==> config.mk <==
export PLATFORM = sky130hd
export DESIGN_NAME = dscr_regs
export DESIGN_NICKNAME = d
export VERILOG_FILES = /design/src/include/dscr_pkg.sv /design/src/rtl/dscr_zero_detect.sv /design/src/rtl/dscr_regs.sv
export SDC_FILE = /design/constraint.sdc
export NUM_CORES = 1
export LEC_CHECK = 0
export BUFFER_PORTS_ARGS = -buffer_cell sky130_fd_sc_hd__buf_2
export CAP_MARGIN = 10
export CORE_MARGIN = 2
export CORE_UTILIZATION = 63
export CTS_CLUSTER_DIAMETER = 30
export DETAILED_ROUTE_END_ITERATION = 8
export MAX_ROUTING_LAYER = met4
export PLACE_DENSITY_LB_ADDON = 0.25
export SETUP_SLACK_MARGIN = 0.05
export SKIP_CTS_REPAIR_TIMING = 1
export SLEW_MARGIN = 20
export SYNTH_ARGS = -nofsm -noshare
export SYNTH_HDL_FRONTEND = slang
export SYNTH_SLANG_ARGS = --single-unit
export TNS_END_PERCENT = 20
==> constraint.sdc <==
create_clock -name clock_in -period 2.9 [get_ports clock_in]
set_clock_uncertainty 0.05 [all_clocks]
set_input_delay 0.435 -clock clock_in [delete_from_list [all_inputs] [get_ports clock_in]]
set_output_delay 0.435 -clock clock_in [all_outputs]
set_load 0.02 [all_outputs]
==> src/include/dscr_pkg.sv <==
package dscr_pkg;

  // ----------------------------------------------------------------
  // Word layout
  // ----------------------------------------------------------------
  localparam int WORD_BITS = 16;           // Bits per serial word
  localparam int ADDR_HI   = 10;           // Address upper bit
  localparam int ADDR_LO   = 9;            // Address lower bit
  localparam int COMMIT_B  = 8;            // Level commit flag
  localparam int CODE_W    = 8;            // Attenuation code width

  // ----------------------------------------------------------------
  // Register addresses
  // ----------------------------------------------------------------
  localparam logic [1:0] ADR_LEFT  = 2'h0; // Left attenuation
  localparam logic [1:0] ADR_RIGHT = 2'h1; // Right attenuation
  localparam logic [1:0] ADR_MODE  = 2'h2; // Mode control
  localparam logic [1:0] ADR_FMT   = 2'h3; // Format control

  // ----------------------------------------------------------------
  // Mode control fields
  // ----------------------------------------------------------------
  localparam int MODE_SILENCE_B = 0;       // Soft silence
  localparam int MODE_EMPH_B    = 1;       // Emphasis undo
  localparam int MODE_HALT_B    = 2;       // Converter halt
  localparam int MODE_WLEN_LO_B = 3;       // Word length low
  localparam int MODE_WLEN_HI_B = 4;       // Word length high

  // ----------------------------------------------------------------
  // Format control fields
  // ----------------------------------------------------------------
  localparam int FMT_I2S_B    = 0;         // I2S format
  localparam int FMT_POL_B    = 1;         // Frame clock polarity
  localparam int FMT_SHARED_B = 2;         // Shared gain select
  localparam int FMT_GENTLE_B = 3;         // Gentle filter select
  localparam int FMT_INV_B    = 4;         // Output invert
  localparam int FMT_CKDIV_B  = 5;         // Clock out divide
  localparam int FMT_RATE_LO  = 6;         // Rate select low
  localparam int FMT_RATE_HI  = 7;         // Rate select high
  localparam int FMT_ZDET_B   = 8;         // Silence detect mute

  // ----------------------------------------------------------------
  // Reset values
  // ----------------------------------------------------------------
  localparam logic [7:0] RST_LEVEL = 8'hFF; // 0 dB
  localparam logic [4:0] RST_MODE  = 5'h00; // All off, 16 bit
  localparam logic [8:0] RST_FMT   = 9'h080; // 44.1k rate, rest off

  // ----------------------------------------------------------------
  // Enumerations
  // ----------------------------------------------------------------
  localparam logic [1:0] RATE_48K  = 2'h1; // 48 kHz
  localparam logic [1:0] RATE_44K  = 2'h2; // 44.1 kHz
  localparam logic [1:0] RATE_32K  = 2'h3; // 32 kHz

  typedef enum logic [2:0] {
    DSCR_FMT_RJ16,
    DSCR_FMT_RJ20,
    DSCR_FMT_RJ24,
    DSCR_FMT_LJ24,
    DSCR_FMT_I2S16,
    DSCR_FMT_I2S24,
    DSCR_FMT_RSVD
  } dscr_fmt_e;

  // ----------------------------------------------------------------
  // Timing
  // ----------------------------------------------------------------
  localparam int ZERO_RUN_BCLK = 65536;    // Zero run in bit clocks

endpackage

==> src/rtl/dscr_zero_detect.sv <==
`timescale 1ns/1ps
`default_nettype none
module dscr_zero_detect #(
  parameter int RUN_LEN = dscr_pkg::ZERO_RUN_BCLK // Bit clocks of zeros
) (
  input  wire logic clock_in,          // System clock
  input  wire logic rst_b_in,          // Sync reset, active low
  input  wire logic enable_in,         // Detection enabled
  input  wire logic bclk_rise_in,      // Bit clock rising pulse
  input  wire logic data_in,           // Synced audio data
  output logic      zero_out           // Zero run reached
);

  // ----------------------------------------------------------------
  // Run counter
  // ----------------------------------------------------------------
  localparam int CW = $clog2(RUN_LEN + 1); // Counter width
  localparam logic [CW-1:0] LAST = CW'(RUN_LEN); // Terminal count

  logic [CW-1:0] cnt_r;                // Zero bit clocks seen
  logic [CW-1:0] cnt_nxt;              // Next count
  logic          zero_r;               // Registered flag
  logic          zero_nxt;             // Next flag

  // Count zero bits, restart on any one; saturate at the end
  always_comb begin
    cnt_nxt  = cnt_r;
    zero_nxt = zero_r;
    if (!enable_in) begin
      // Disabled: no automatic muting
      cnt_nxt  = '0;
      zero_nxt = 1'b0;
    end else if (bclk_rise_in) begin
      if (data_in) begin
        cnt_nxt  = '0;
        zero_nxt = 1'b0;
      end else if (cnt_r != LAST) begin
        cnt_nxt  = cnt_r + CW'(1);
        zero_nxt = (cnt_r + CW'(1)) == LAST;
      end
    end
  end

  // Register only
  always_ff @(posedge clock_in) begin
    if (!rst_b_in) begin
      cnt_r  <= '0;
      zero_r <= 1'b0;
    end else begin
      cnt_r  <= cnt_nxt;
      zero_r <= zero_nxt;
    end
  end

  assign zero_out = zero_r;
endmodule
`default_nettype wire

==> src/rtl/dscr_regs.sv <==
`timescale 1ns/1ps
`default_nettype none
module dscr_regs #(
  parameter int ZERO_RUN = dscr_pkg::ZERO_RUN_BCLK // Zero run length
) (
  input  wire logic       clock_in,            // System clock 125 MHz
  input  wire logic       rst_b_in,            // Sync reset, active low
  input  wire logic       mode_select_in,      // High: software mode
  input  wire logic       control_latch_strobe_in, // Latch pin
  input  wire logic       control_shift_clock_in,  // Shift clock pin
  input  wire logic       control_serial_data_in,  // Serial data pin
  input  wire logic       frame_clock_in,      // Audio frame clock pin
  input  wire logic       bit_clock_in,        // Audio bit clock pin
  input  wire logic       audio_data_in,       // Audio data pin
  output logic [7:0]      left_level_out,      // Active left code
  output logic [7:0]      right_level_out,     // Active right code
  output logic            soft_silence_out,    // Soft mute both
  output logic            emphasis_undo_out,   // De-emphasis on
  output logic            force_zero_out,      // Bipolar zero out
  output logic [2:0]      audio_format_out,    // Decoded format
  output logic            format_reserved_out, // Reserved format code
  output logic [1:0]      emphasis_rate_out,   // De-emphasis rate
  output logic            gentle_filter_out,   // Slow roll-off
  output logic            output_invert_out,   // Invert phase
  output logic            clock_out_divide_out, // Halve clock out
  output logic            left_on_frame_high_out // Left on frame high
);

  // ----------------------------------------------------------------
  // Pin synchronisers
  // ----------------------------------------------------------------
  logic [6:0] s1_r;                    // First stage, read only by s2
  logic [6:0] s2_r;                    // Second stage
  logic       sclk_d_r;                // Shift clock delayed
  logic       latch_d_r;               // Latch delayed
  logic       bclk_d_r;                // Bit clock delayed

  // Two flops on every pin before any logic
  always_ff @(posedge clock_in) begin
    if (!rst_b_in) begin
      s1_r      <= 7'h00;
      s2_r      <= 7'h00;
      sclk_d_r  <= 1'b0;
      latch_d_r <= 1'b0;
      bclk_d_r  <= 1'b0;
    end else begin
      s1_r      <= {mode_select_in, audio_data_in, bit_clock_in,
                    frame_clock_in, control_latch_strobe_in,
                    control_shift_clock_in, control_serial_data_in};
      s2_r      <= s1_r;
      sclk_d_r  <= s2_r[1];
      latch_d_r <= s2_r[2];
      bclk_d_r  <= s2_r[4];
    end
  end

  logic sdata;                         // Synced serial data
  logic sclk_rise;                     // Shift clock rising
  logic latch_rise;                    // Latch strobe rising
  logic bclk_rise;                     // Bit clock rising
  logic mode_sw;                       // Synced mode strap
  // Strap is a pin too; reset low so defaults show until it settles
  assign mode_sw    = s2_r[6];
  assign sdata      = s2_r[0];
  assign sclk_rise  = s2_r[1] & ~sclk_d_r;
  assign latch_rise = s2_r[2] & ~latch_d_r;
  assign bclk_rise  = s2_r[4] & ~bclk_d_r;

  // ----------------------------------------------------------------
  // Shift register and write decode
  // ----------------------------------------------------------------
  localparam int W = dscr_pkg::WORD_BITS; // Word width

  logic [W-1:0] shift_r;               // Incoming word, MSB first
  logic [W-1:0] shift_nxt;             // Next shift contents
  logic [4:0]   nbits_r;               // Bits since last latch
  logic [4:0]   nbits_nxt;             // Next bit count
  logic         commit;                // Full word latched

  // Bits shift in on rising clock; latch clears the count. A word
  // never latched is simply overwritten by later bits.
  always_comb begin
    shift_nxt = shift_r;
    nbits_nxt = nbits_r;
    commit    = 1'b0;
    if (latch_rise) begin
      commit    = mode_sw && (nbits_r >= 5'(W));
      nbits_nxt = 5'h00;
    end else if (sclk_rise) begin
      shift_nxt = {shift_r[W-2:0], sdata};
      if (nbits_r != 5'h1F) begin
        nbits_nxt = nbits_r + 5'h01;
      end
    end
  end

  logic [1:0] addr;                    // Target register
  assign addr = shift_r[dscr_pkg::ADDR_HI:dscr_pkg::ADDR_LO];

  // ----------------------------------------------------------------
  // Program registers
  // ----------------------------------------------------------------
  logic [7:0] left_stage_r,  left_stage_nxt;   // Staged left code
  logic [7:0] right_stage_r, right_stage_nxt;  // Staged right code
  logic [7:0] left_act_r,    left_act_nxt;     // Active left code
  logic [7:0] right_act_r,   right_act_nxt;    // Active right code
  logic [4:0] mode_r,        mode_nxt;         // Mode control
  logic [8:0] fmt_r,         fmt_nxt;          // Format control

  // Register commit; reserved bits of each word are ignored
  always_comb begin
    left_stage_nxt  = left_stage_r;
    right_stage_nxt = right_stage_r;
    left_act_nxt    = left_act_r;
    right_act_nxt   = right_act_r;
    mode_nxt        = mode_r;
    fmt_nxt         = fmt_r;
    if (commit) begin
      case (addr)
        dscr_pkg::ADR_LEFT: begin
          left_stage_nxt = shift_r[7:0];
          if (shift_r[dscr_pkg::COMMIT_B]) begin
            left_act_nxt = shift_r[7:0];
          end
        end
        dscr_pkg::ADR_RIGHT: begin
          right_stage_nxt = shift_r[7:0];
          if (shift_r[dscr_pkg::COMMIT_B]) begin
            right_act_nxt = shift_r[7:0];
          end
        end
        dscr_pkg::ADR_MODE: begin
          mode_nxt = shift_r[4:0];
        end
        dscr_pkg::ADR_FMT: begin
          fmt_nxt = shift_r[8:0];
        end
        default: begin
          fmt_nxt = fmt_r;
        end
      endcase
    end
  end

  // Register only; reset restores defaults
  always_ff @(posedge clock_in) begin
    if (!rst_b_in) begin
      shift_r       <= '0;
      nbits_r       <= 5'h00;
      left_stage_r  <= dscr_pkg::RST_LEVEL;
      right_stage_r <= dscr_pkg::RST_LEVEL;
      left_act_r    <= dscr_pkg::RST_LEVEL;
      right_act_r   <= dscr_pkg::RST_LEVEL;
      mode_r        <= dscr_pkg::RST_MODE;
      fmt_r         <= dscr_pkg::RST_FMT;
    end else begin
      shift_r       <= shift_nxt;
      nbits_r       <= nbits_nxt;
      left_stage_r  <= left_stage_nxt;
      right_stage_r <= right_stage_nxt;
      left_act_r    <= left_act_nxt;
      right_act_r   <= right_act_nxt;
      mode_r        <= mode_nxt;
      fmt_r         <= fmt_nxt;
    end
  end

  // ----------------------------------------------------------------
  // Zero detection
  // ----------------------------------------------------------------
  logic zero_run;                      // Long zero input seen

  dscr_zero_detect #(
    .RUN_LEN      (ZERO_RUN)
  ) u_zero (
    .clock_in     (clock_in),
    .rst_b_in     (rst_b_in),
    .enable_in    (mode_sw & fmt_r[dscr_pkg::FMT_ZDET_B]),
    .bclk_rise_in (bclk_rise),
    .data_in      (s2_r[5]),
    .zero_out     (zero_run)
  );

  // ----------------------------------------------------------------
  // Effective settings
  // ----------------------------------------------------------------
  // Outside software mode the defaults stand in for the registers
  logic [4:0] mode_eff;                // Mode in force
  logic [8:0] fmt_eff;                 // Format in force
  logic [7:0] lvl_l;                   // Left level in force
  logic [7:0] lvl_r;                   // Right level in force
  assign mode_eff = mode_sw ? mode_r : dscr_pkg::RST_MODE;
  assign fmt_eff  = mode_sw ? fmt_r  : dscr_pkg::RST_FMT;
  assign lvl_l    = mode_sw ? left_act_r : dscr_pkg::RST_LEVEL;
  assign lvl_r    = !mode_sw ? dscr_pkg::RST_LEVEL :
                    fmt_r[dscr_pkg::FMT_SHARED_B] ? left_act_r :
                    right_act_r;

  dscr_pkg::dscr_fmt_e fmt_dec;        // Decoded format
  logic [2:0]          fsel;           // {i2s, len hi, len lo}
  assign fsel = {fmt_eff[dscr_pkg::FMT_I2S_B],
                 mode_eff[dscr_pkg::MODE_WLEN_HI_B],
                 mode_eff[dscr_pkg::MODE_WLEN_LO_B]};

  // Word length and format decode
  always_comb begin
    case (fsel)
      3'h0:    fmt_dec = dscr_pkg::DSCR_FMT_RJ16;
      3'h1:    fmt_dec = dscr_pkg::DSCR_FMT_RJ20;
      3'h2:    fmt_dec = dscr_pkg::DSCR_FMT_RJ24;
      3'h3:    fmt_dec = dscr_pkg::DSCR_FMT_LJ24;
      3'h4:    fmt_dec = dscr_pkg::DSCR_FMT_I2S16;
      3'h5:    fmt_dec = dscr_pkg::DSCR_FMT_I2S24;
      default: fmt_dec = dscr_pkg::DSCR_FMT_RSVD;
    endcase
  end

  // ----------------------------------------------------------------
  // Output registers
  // ----------------------------------------------------------------
  logic [28:0] out_r;                  // Packed outputs
  logic [28:0] out_nxt;                // Next outputs

  always_comb begin
    out_nxt = {lvl_l, lvl_r,
               mode_eff[dscr_pkg::MODE_SILENCE_B],
               mode_eff[dscr_pkg::MODE_EMPH_B],
               mode_eff[dscr_pkg::MODE_HALT_B] | zero_run,
               3'(fmt_dec),
               fmt_dec == dscr_pkg::DSCR_FMT_RSVD,
               fmt_eff[dscr_pkg::FMT_RATE_HI:dscr_pkg::FMT_RATE_LO],
               fmt_eff[dscr_pkg::FMT_GENTLE_B],
               fmt_eff[dscr_pkg::FMT_INV_B],
               fmt_eff[dscr_pkg::FMT_CKDIV_B],
               ~fmt_eff[dscr_pkg::FMT_POL_B]};
  end

  always_ff @(posedge clock_in) begin
    if (!rst_b_in) begin
      out_r <= {dscr_pkg::RST_LEVEL, dscr_pkg::RST_LEVEL, 3'h0, 3'h0,
                1'b0, dscr_pkg::RATE_44K, 3'h0, 1'b1};
    end else begin
      out_r <= out_nxt;
    end
  end

  assign left_level_out         = out_r[28:21];
  assign right_level_out        = out_r[20:13];
  assign soft_silence_out       = out_r[12];
  assign emphasis_undo_out      = out_r[11];
  assign force_zero_out         = out_r[10];
  assign audio_format_out       = out_r[9:7];
  assign format_reserved_out    = out_r[6];
  assign emphasis_rate_out      = out_r[5:4];
  assign gentle_filter_out      = out_r[3];
  assign output_invert_out      = out_r[2];
  assign clock_out_divide_out   = out_r[1];
  assign left_on_frame_high_out = out_r[0];
endmodule
`default_nettype wire

==> flow_summary.html <==
<table>
<tr><th>Metric</th><th>Value</th></tr>
<tr><th colspan="2">Timing</th></tr>
<tr><td>Count of endpoints failing hold in the final timing report</td><td>0</td></tr>
<tr><td>Slew at the pin closest to its max-slew limit</td><td>roughly 700 ps</td></tr>
<tr><td>Final critical delay including setup and external delays</td><td>about 2200 ps</td></tr>
<tr><td>Max-slew headroom</td><td>0.529</td></tr>
<tr><td>Final worst-path cycle share</td><td>0.768</td></tr>
<tr><td>Maximum achievable frequency</td><td>roughly 450 MHz</td></tr>
<tr><td>Final number of setup-violating endpoints</td><td>0</td></tr>
<tr><td>Total negative setup slack</td><td>0 ps</td></tr>
<tr><td>Total count of max-transition violations in the final report</td><td>0</td></tr>
<tr><td>RSZ-0062 raised after global routing</td><td>no</td></tr>
<tr><th colspan="2">Run status</th></tr>
<tr><td>Outcome</td><td>finished clean</td></tr>
<tr><th colspan="2">Routing</th></tr>
<tr><td>Total via count after detailed routing</td><td>a little over 3,000</td></tr>
<tr><td>Detailed-route DRC error count</td><td>0</td></tr>
<tr><td>Routed wire length</td><td>about 7800 um</td></tr>
<tr><td>Drt via density</td><td>roughly 5.6</td></tr>
<tr><td>Number of detailed-route iterations in the first pass</td><td>5</td></tr>
<tr><td>Routed length per instance</td><td>between 10 and 15 um</td></tr>
<tr><td>Number of DRC markers in iteration 0</td><td>219</td></tr>
<tr><td>Antenna violation net count after detailed routing</td><td>0</td></tr>
<tr><th colspan="2">Floorplanning</th></tr>
<tr><td>Overall die width</td><td>around 86 um</td></tr>
<tr><td>Vert. Die Dim</td><td>86.2 um</td></tr>
<tr><td>I/O pin count</td><td>38</td></tr>
<tr><td>Starting utilization of the core area</td><td>0.659</td></tr>
<tr><td>Die ar.</td><td>around 0.0074 sq mm</td></tr>
<tr><td>Area inside the core boundary</td><td>0.00646 sq mm</td></tr>
<tr><td>Count of standard-cell rows</td><td>29</td></tr>
<tr><th colspan="2">Global route</th></tr>
<tr><td>Maximum number of pins on one net before global-route repair</td><td>slightly below 70</td></tr>
<tr><td>Via count of the first global-routing pass</td><td>about 2,800</td></tr>
<tr><td>Total overflow reported by the global router</td><td>0</td></tr>
<tr><td>Wire length of the first global-routing pass</td><td>between 10,000 and 15,000 um</td></tr>
<tr><td>All-layer global routing usage</td><td>0.232</td></tr>
<tr><td>Number of antenna violations at the first check in global routing</td><td>0</td></tr>
<tr><th colspan="2">Critical path</th></tr>
<tr><td>Data arrival time of the worst path</td><td>around 2500 ps</td></tr>
<tr><td>Register-to-register setup slack</td><td>~670 ps</td></tr>
<tr><td>Startpoint of the lowest-slack register-to-register path</td><td>u_zero.cnt_r[1]$_SDFFE_PN0P_</td></tr>
<tr><td>Setup crit start kind</td><td>flip-flop</td></tr>
<tr><td>Kind of cell adding the most delay to the critical path</td><td>compound AO/OA/AOI/OAI gates</td></tr>
<tr><td>Maximum fanout count along the critical path</td><td>9</td></tr>
<tr><td>Worst path buffer plus inverter count</td><td>0</td></tr>
<tr><td>Delay contributed by the slowest stage of the critical path</td><td>about 480 ps</td></tr>
<tr><td>CP cell instances</td><td>ha_1 -&gt; nand3_1 -&gt; o21a_1 -&gt; a2111oi_2 -&gt; o2111ai_1 -&gt; o31ai_1</td></tr>
<tr><td>End of the worst register-to-register path</td><td>u_zero.zero_out$_SDFFE_PN0P_</td></tr>
<tr><td>Worst reg2reg path depth</td><td>6</td></tr>
<tr><td>Slowest stage cell, crit path</td><td>sky130_fd_sc_hd__dfxtp_1</td></tr>
<tr><td>Critical path endpoint category</td><td>flip-flop</td></tr>
<tr><td>Data required time at the worst endpoint</td><td>about 3100 ps</td></tr>
<tr><td>Path type of the worst setup path</td><td>flip-flop to flip-flop</td></tr>
<tr><th colspan="2">Cells and area</th></tr>
<tr><td>Cell area after layout</td><td>0.00463 sq mm</td></tr>
<tr><td>Antenna cells</td><td>0</td></tr>
<tr><td>Area taken by flip-flops and latches</td><td>about 0.0022 sq mm</td></tr>
<tr><td>Proportion of layout cells with a drive suffix above 1</td><td>0.140</td></tr>
<tr><td>Area occupied by multi-input gates</td><td>around 0.0019 sq mm</td></tr>
<tr><td>Count of nets after finishing</td><td>about 480</td></tr>
<tr><td>Area added between synthesis and finish</td><td>8.88%</td></tr>
<tr><td>Count of filler cells inserted in the layout</td><td>about 500</td></tr>
<tr><th colspan="2">Power and ir drop</th></tr>
<tr><td>Combinational power share</td><td>0.022</td></tr>
<tr><td>Peak supply drop</td><td>roughly 440 uV</td></tr>
<tr><td>P_int</td><td>1.94 mW</td></tr>
<tr><td>Portion of total power attributed to sequential cells</td><td>0.607</td></tr>
<tr><td>Leakage</td><td>about 1.8 nW</td></tr>
<tr><td>Switching Fraction</td><td>0.214</td></tr>
<tr><td>Net switching component of the power</td><td>0.528 mW</td></tr>
<tr><td>Cell area power density</td><td>533 mW/mm^2</td></tr>
<tr><td>Clk pwr share</td><td>0.371</td></tr>
<tr><th colspan="2">Flow run</th></tr>
<tr><td>Max-cap violations</td><td>0</td></tr>
<tr><th colspan="2">Place</th></tr>
<tr><td>Port Buf Inserts</td><td>36</td></tr>
<tr><td>Final weighted congestion in routability-driven placement</td><td>0.892</td></tr>
<tr><td>Total cell area at the placement stage</td><td>roughly 0.0044 sq mm</td></tr>
<tr><td>Placed wire-length estimate after detailed placement</td><td>slightly above 5000 um</td></tr>
<tr><th colspan="2">Hold path</th></tr>
<tr><td>Worst hold path depth</td><td>2</td></tr>
<tr><td>Hold Crit Class</td><td>primary input to flip-flop</td></tr>
<tr><td>Hold Path Origin</td><td>control_serial_data_in</td></tr>
<tr><td>End of the worst hold path</td><td>s1_r[0]$_SDFF_PN0_</td></tr>
<tr><th colspan="2">Yosys</th></tr>
<tr><td>Cell Area, Synth</td><td>roughly 0.0043 sq mm</td></tr>
<tr><td>Seq cells post-synth</td><td>between 100 and 150</td></tr>
<tr><td>Sequential cell area fraction in the yosys report</td><td>0.508</td></tr>
<tr><td>Count of mapped cells out of synthesis</td><td>443</td></tr>
<tr><td>Count of yosys warnings during synthesis</td><td>0</td></tr>
<tr><td>Portion of synthesized cell area occupied by the leading cell type</td><td>0.508</td></tr>
<tr><td>Net count after synthesis</td><td>456</td></tr>
<tr><td>Cell taking the most area after synthesis</td><td>sky130_fd_sc_hd__dfxtp_1</td></tr>
<tr><td>Top area cells in the synthesized netlist</td><td>sky130_fd_sc_hd__dfxtp_1 (51%), sky130_fd_sc_hd__mux2i_1 (9.6%), sky130_fd_sc_hd__nand2_1 (5.5%)</td></tr>
<tr><td>Most instantiated flip-flop cell in the synthesis netlist</td><td>sky130_fd_sc_hd__dfxtp_1</td></tr>
<tr><td>Post-synth EDFFs</td><td>0</td></tr>
<tr><td>Synth unique cells</td><td>50</td></tr>
<tr><td>Avg Cell Area, Syn</td><td>9.61 sq um</td></tr>
<tr><td>Ys async rst share</td><td>0</td></tr>
<tr><th colspan="2">Clock tree</th></tr>
<tr><td>Clock tree from TritonCTS</td><td>built</td></tr>
<tr><td>Clock tree buffer depth</td><td>2</td></tr>
<tr><td>CTS buffer count</td><td>9</td></tr>
<tr><td>H-tree depth</td><td>3</td></tr>
<tr><td>Clock root cell</td><td>sky130_fd_sc_hd__clkbuf_8</td></tr>
<tr><td>Clock input transition at the sequential cells of the worst setup and hold paths</td><td>100 ps</td></tr>
<tr><td>CTS sink cnt</td><td>~110</td></tr>
<tr><td>Worst skew pair latency</td><td>360 ps</td></tr>
</table>
## cell type report
cell class,instances,area share
flip-flops and latches,108,0.467
clock buffers,11,0.0305
inverters,6,0.00486
repair buffers,42,0.0486
clock inverters,5,0.0124
multi-input cells,301,0.416
well taps,77,0.0208
## cell usage after synthesis (all sizes together) (2+ instances only)
cell     count
nand3b       2
and2        18
nor2        17
mux2i       41
buf         12
a31oi        5
nand2b      14
nor2b       16
nand4        7
dfxtp      108
nor3         7
xnor2        4
ha           4
nor4         4
clkbuf      16
or3b         4
xor2         3
a21boi      11
or3          7
or2          2
and4         2
nand3        9
nand2       62
a21oi       20
o21ai       16
o2111ai      2
inv          6
and3        12
## how the worst max path moves through the flow
stage	startpoint	to	slack, ps	depth (start not counted)
floorplan	u_zero.cnt_r[1]$_SDFFE_PN0P_	u_zero.zero_out$_SDFFE_PN0P_	1090	6
global placement	u_zero.cnt_r[0]$_SDFFE_PN0P_	u_zero.cnt_r[8]$_SDFFE_PN0P_	760	8
detailed placement	u_zero.cnt_r[0]$_SDFFE_PN0P_	u_zero.cnt_r[8]$_SDFFE_PN0P_	700	8
CTS	u_zero.cnt_r[0]$_SDFFE_PN0P_	u_zero.cnt_r[8]$_SDFFE_PN0P_	690	8
global route	u_zero.cnt_r[1]$_SDFFE_PN0P_	u_zero.zero_out$_SDFFE_PN0P_	470	6
finish	u_zero.cnt_r[1]$_SDFFE_PN0P_	u_zero.zero_out$_SDFFE_PN0P_	670	6
## worst reg2reg max path, cell delays in order (launching register included)
cell and delay [ps]:
sky130_fd_sc_hd__dfxtp_1 480, sky130_fd_sc_hd__ha_1 320, sky130_fd_sc_hd__nand3_1 310, sky130_fd_sc_hd__o21a_1 300, sky130_fd_sc_hd__a2111oi_2 270, sky130_fd_sc_hd__o2111ai_1 160
sky130_fd_sc_hd__o31ai_1 250
## cell families (layout without fill, tap and decap cells)
| logic type | after synthesis | after routing | synth area share |
|---|---|---|---|
| AOI/OAI and AO/OA | 62 | 62 | 0.0900 |
| muxes | 41 | 41 | 0.0964 |
| DFF | 108 | 108 | 0.508 |
| buffers and inverters | 34 | 64 | 0.0403 |
| xor gates and xnor gates | 7 | 7 | 0.0144 |
| and+or+nand+nor | 187 | 187 | 0.239 |
| adders and majority gates | 4 | 4 | 0.0118 |
## routing by layer
metal	GRT usage	vias up	wire, um
met5	-	-	0
met1	0.310	1430	3700
met3	0.0486	10	344
met2	0.351	86	3630
li1	-	1565	-
met4	0.0852	0	109
## power by group through the flow
stage | Combinational [mW] | Sequential (mW) | Clock, mW
floorplan | 0.0416 | 1.53 | 0
global placement | 0.0518 | 1.53 | 0
detailed placement | 0.0542 | 1.53 | 0
CTS | 0.0546 | 1.50 | 0.923
global route | 0.0604 | 1.50 | 0.985
finish | 0.0541 | 1.50 | 0.916
## layout by cell type (no fill, tap or decap), types with 3 or more instances in the layout
cell type                  count
sky130_fd_sc_hd__dfxtp_1     108
sky130_fd_sc_hd__nand2_1      62
sky130_fd_sc_hd__mux2i_1      41
sky130_fd_sc_hd__buf_2        36
sky130_fd_sc_hd__a21oi_1      20
sky130_fd_sc_hd__and2_1       18
sky130_fd_sc_hd__nor2_1       17
sky130_fd_sc_hd__nor2b_1      16
sky130_fd_sc_hd__nand2b_1     14
sky130_fd_sc_hd__o21ai_0      12
sky130_fd_sc_hd__a21boi_0     11
sky130_fd_sc_hd__and3_1       11
sky130_fd_sc_hd__clkbuf_8     10
sky130_fd_sc_hd__nand3_1       9
sky130_fd_sc_hd__or3_1         7
sky130_fd_sc_hd__inv_1         6
sky130_fd_sc_hd__nor3_1        6
sky130_fd_sc_hd__nand4_1       6
sky130_fd_sc_hd__buf_4         6
sky130_fd_sc_hd__a31oi_1       5
sky130_fd_sc_hd__o21ai_1       4
sky130_fd_sc_hd__xnor2_1       4
sky130_fd_sc_hd__ha_1          4
sky130_fd_sc_hd__nor4_1        3
sky130_fd_sc_hd__or3b_1        3
sky130_fd_sc_hd__xor2_1        3
## per-stage QoR
stage / setup slack, ps / instances / hold slack (ps) / power [mW] / util
finish: 674 / 550 / 215 / 2.47 / 0.717
global route: 473 / 550 / 219 / 2.55 / 0.717
CTS: 686 / 550 / 216 / 2.48 / 0.717
detailed placement: 699 / 534 / 327 / 1.59 / 0.687
global placement: 757 / 534 / 324 / 1.59 / 0.687
floorplan: 1090 / 443 / 308 / 1.57 / -
## registers in the layout (all words and copies together) (netlist names), 6 cells and up
signal        flops
fmt_r             9
left_act_r        8
out_r            29
right_act_r       8
s1_r              6
s2_r              6
shift_r          11
u_zero.cnt_r     17
No activity file was read; power rests on OpenSTA's default activity.
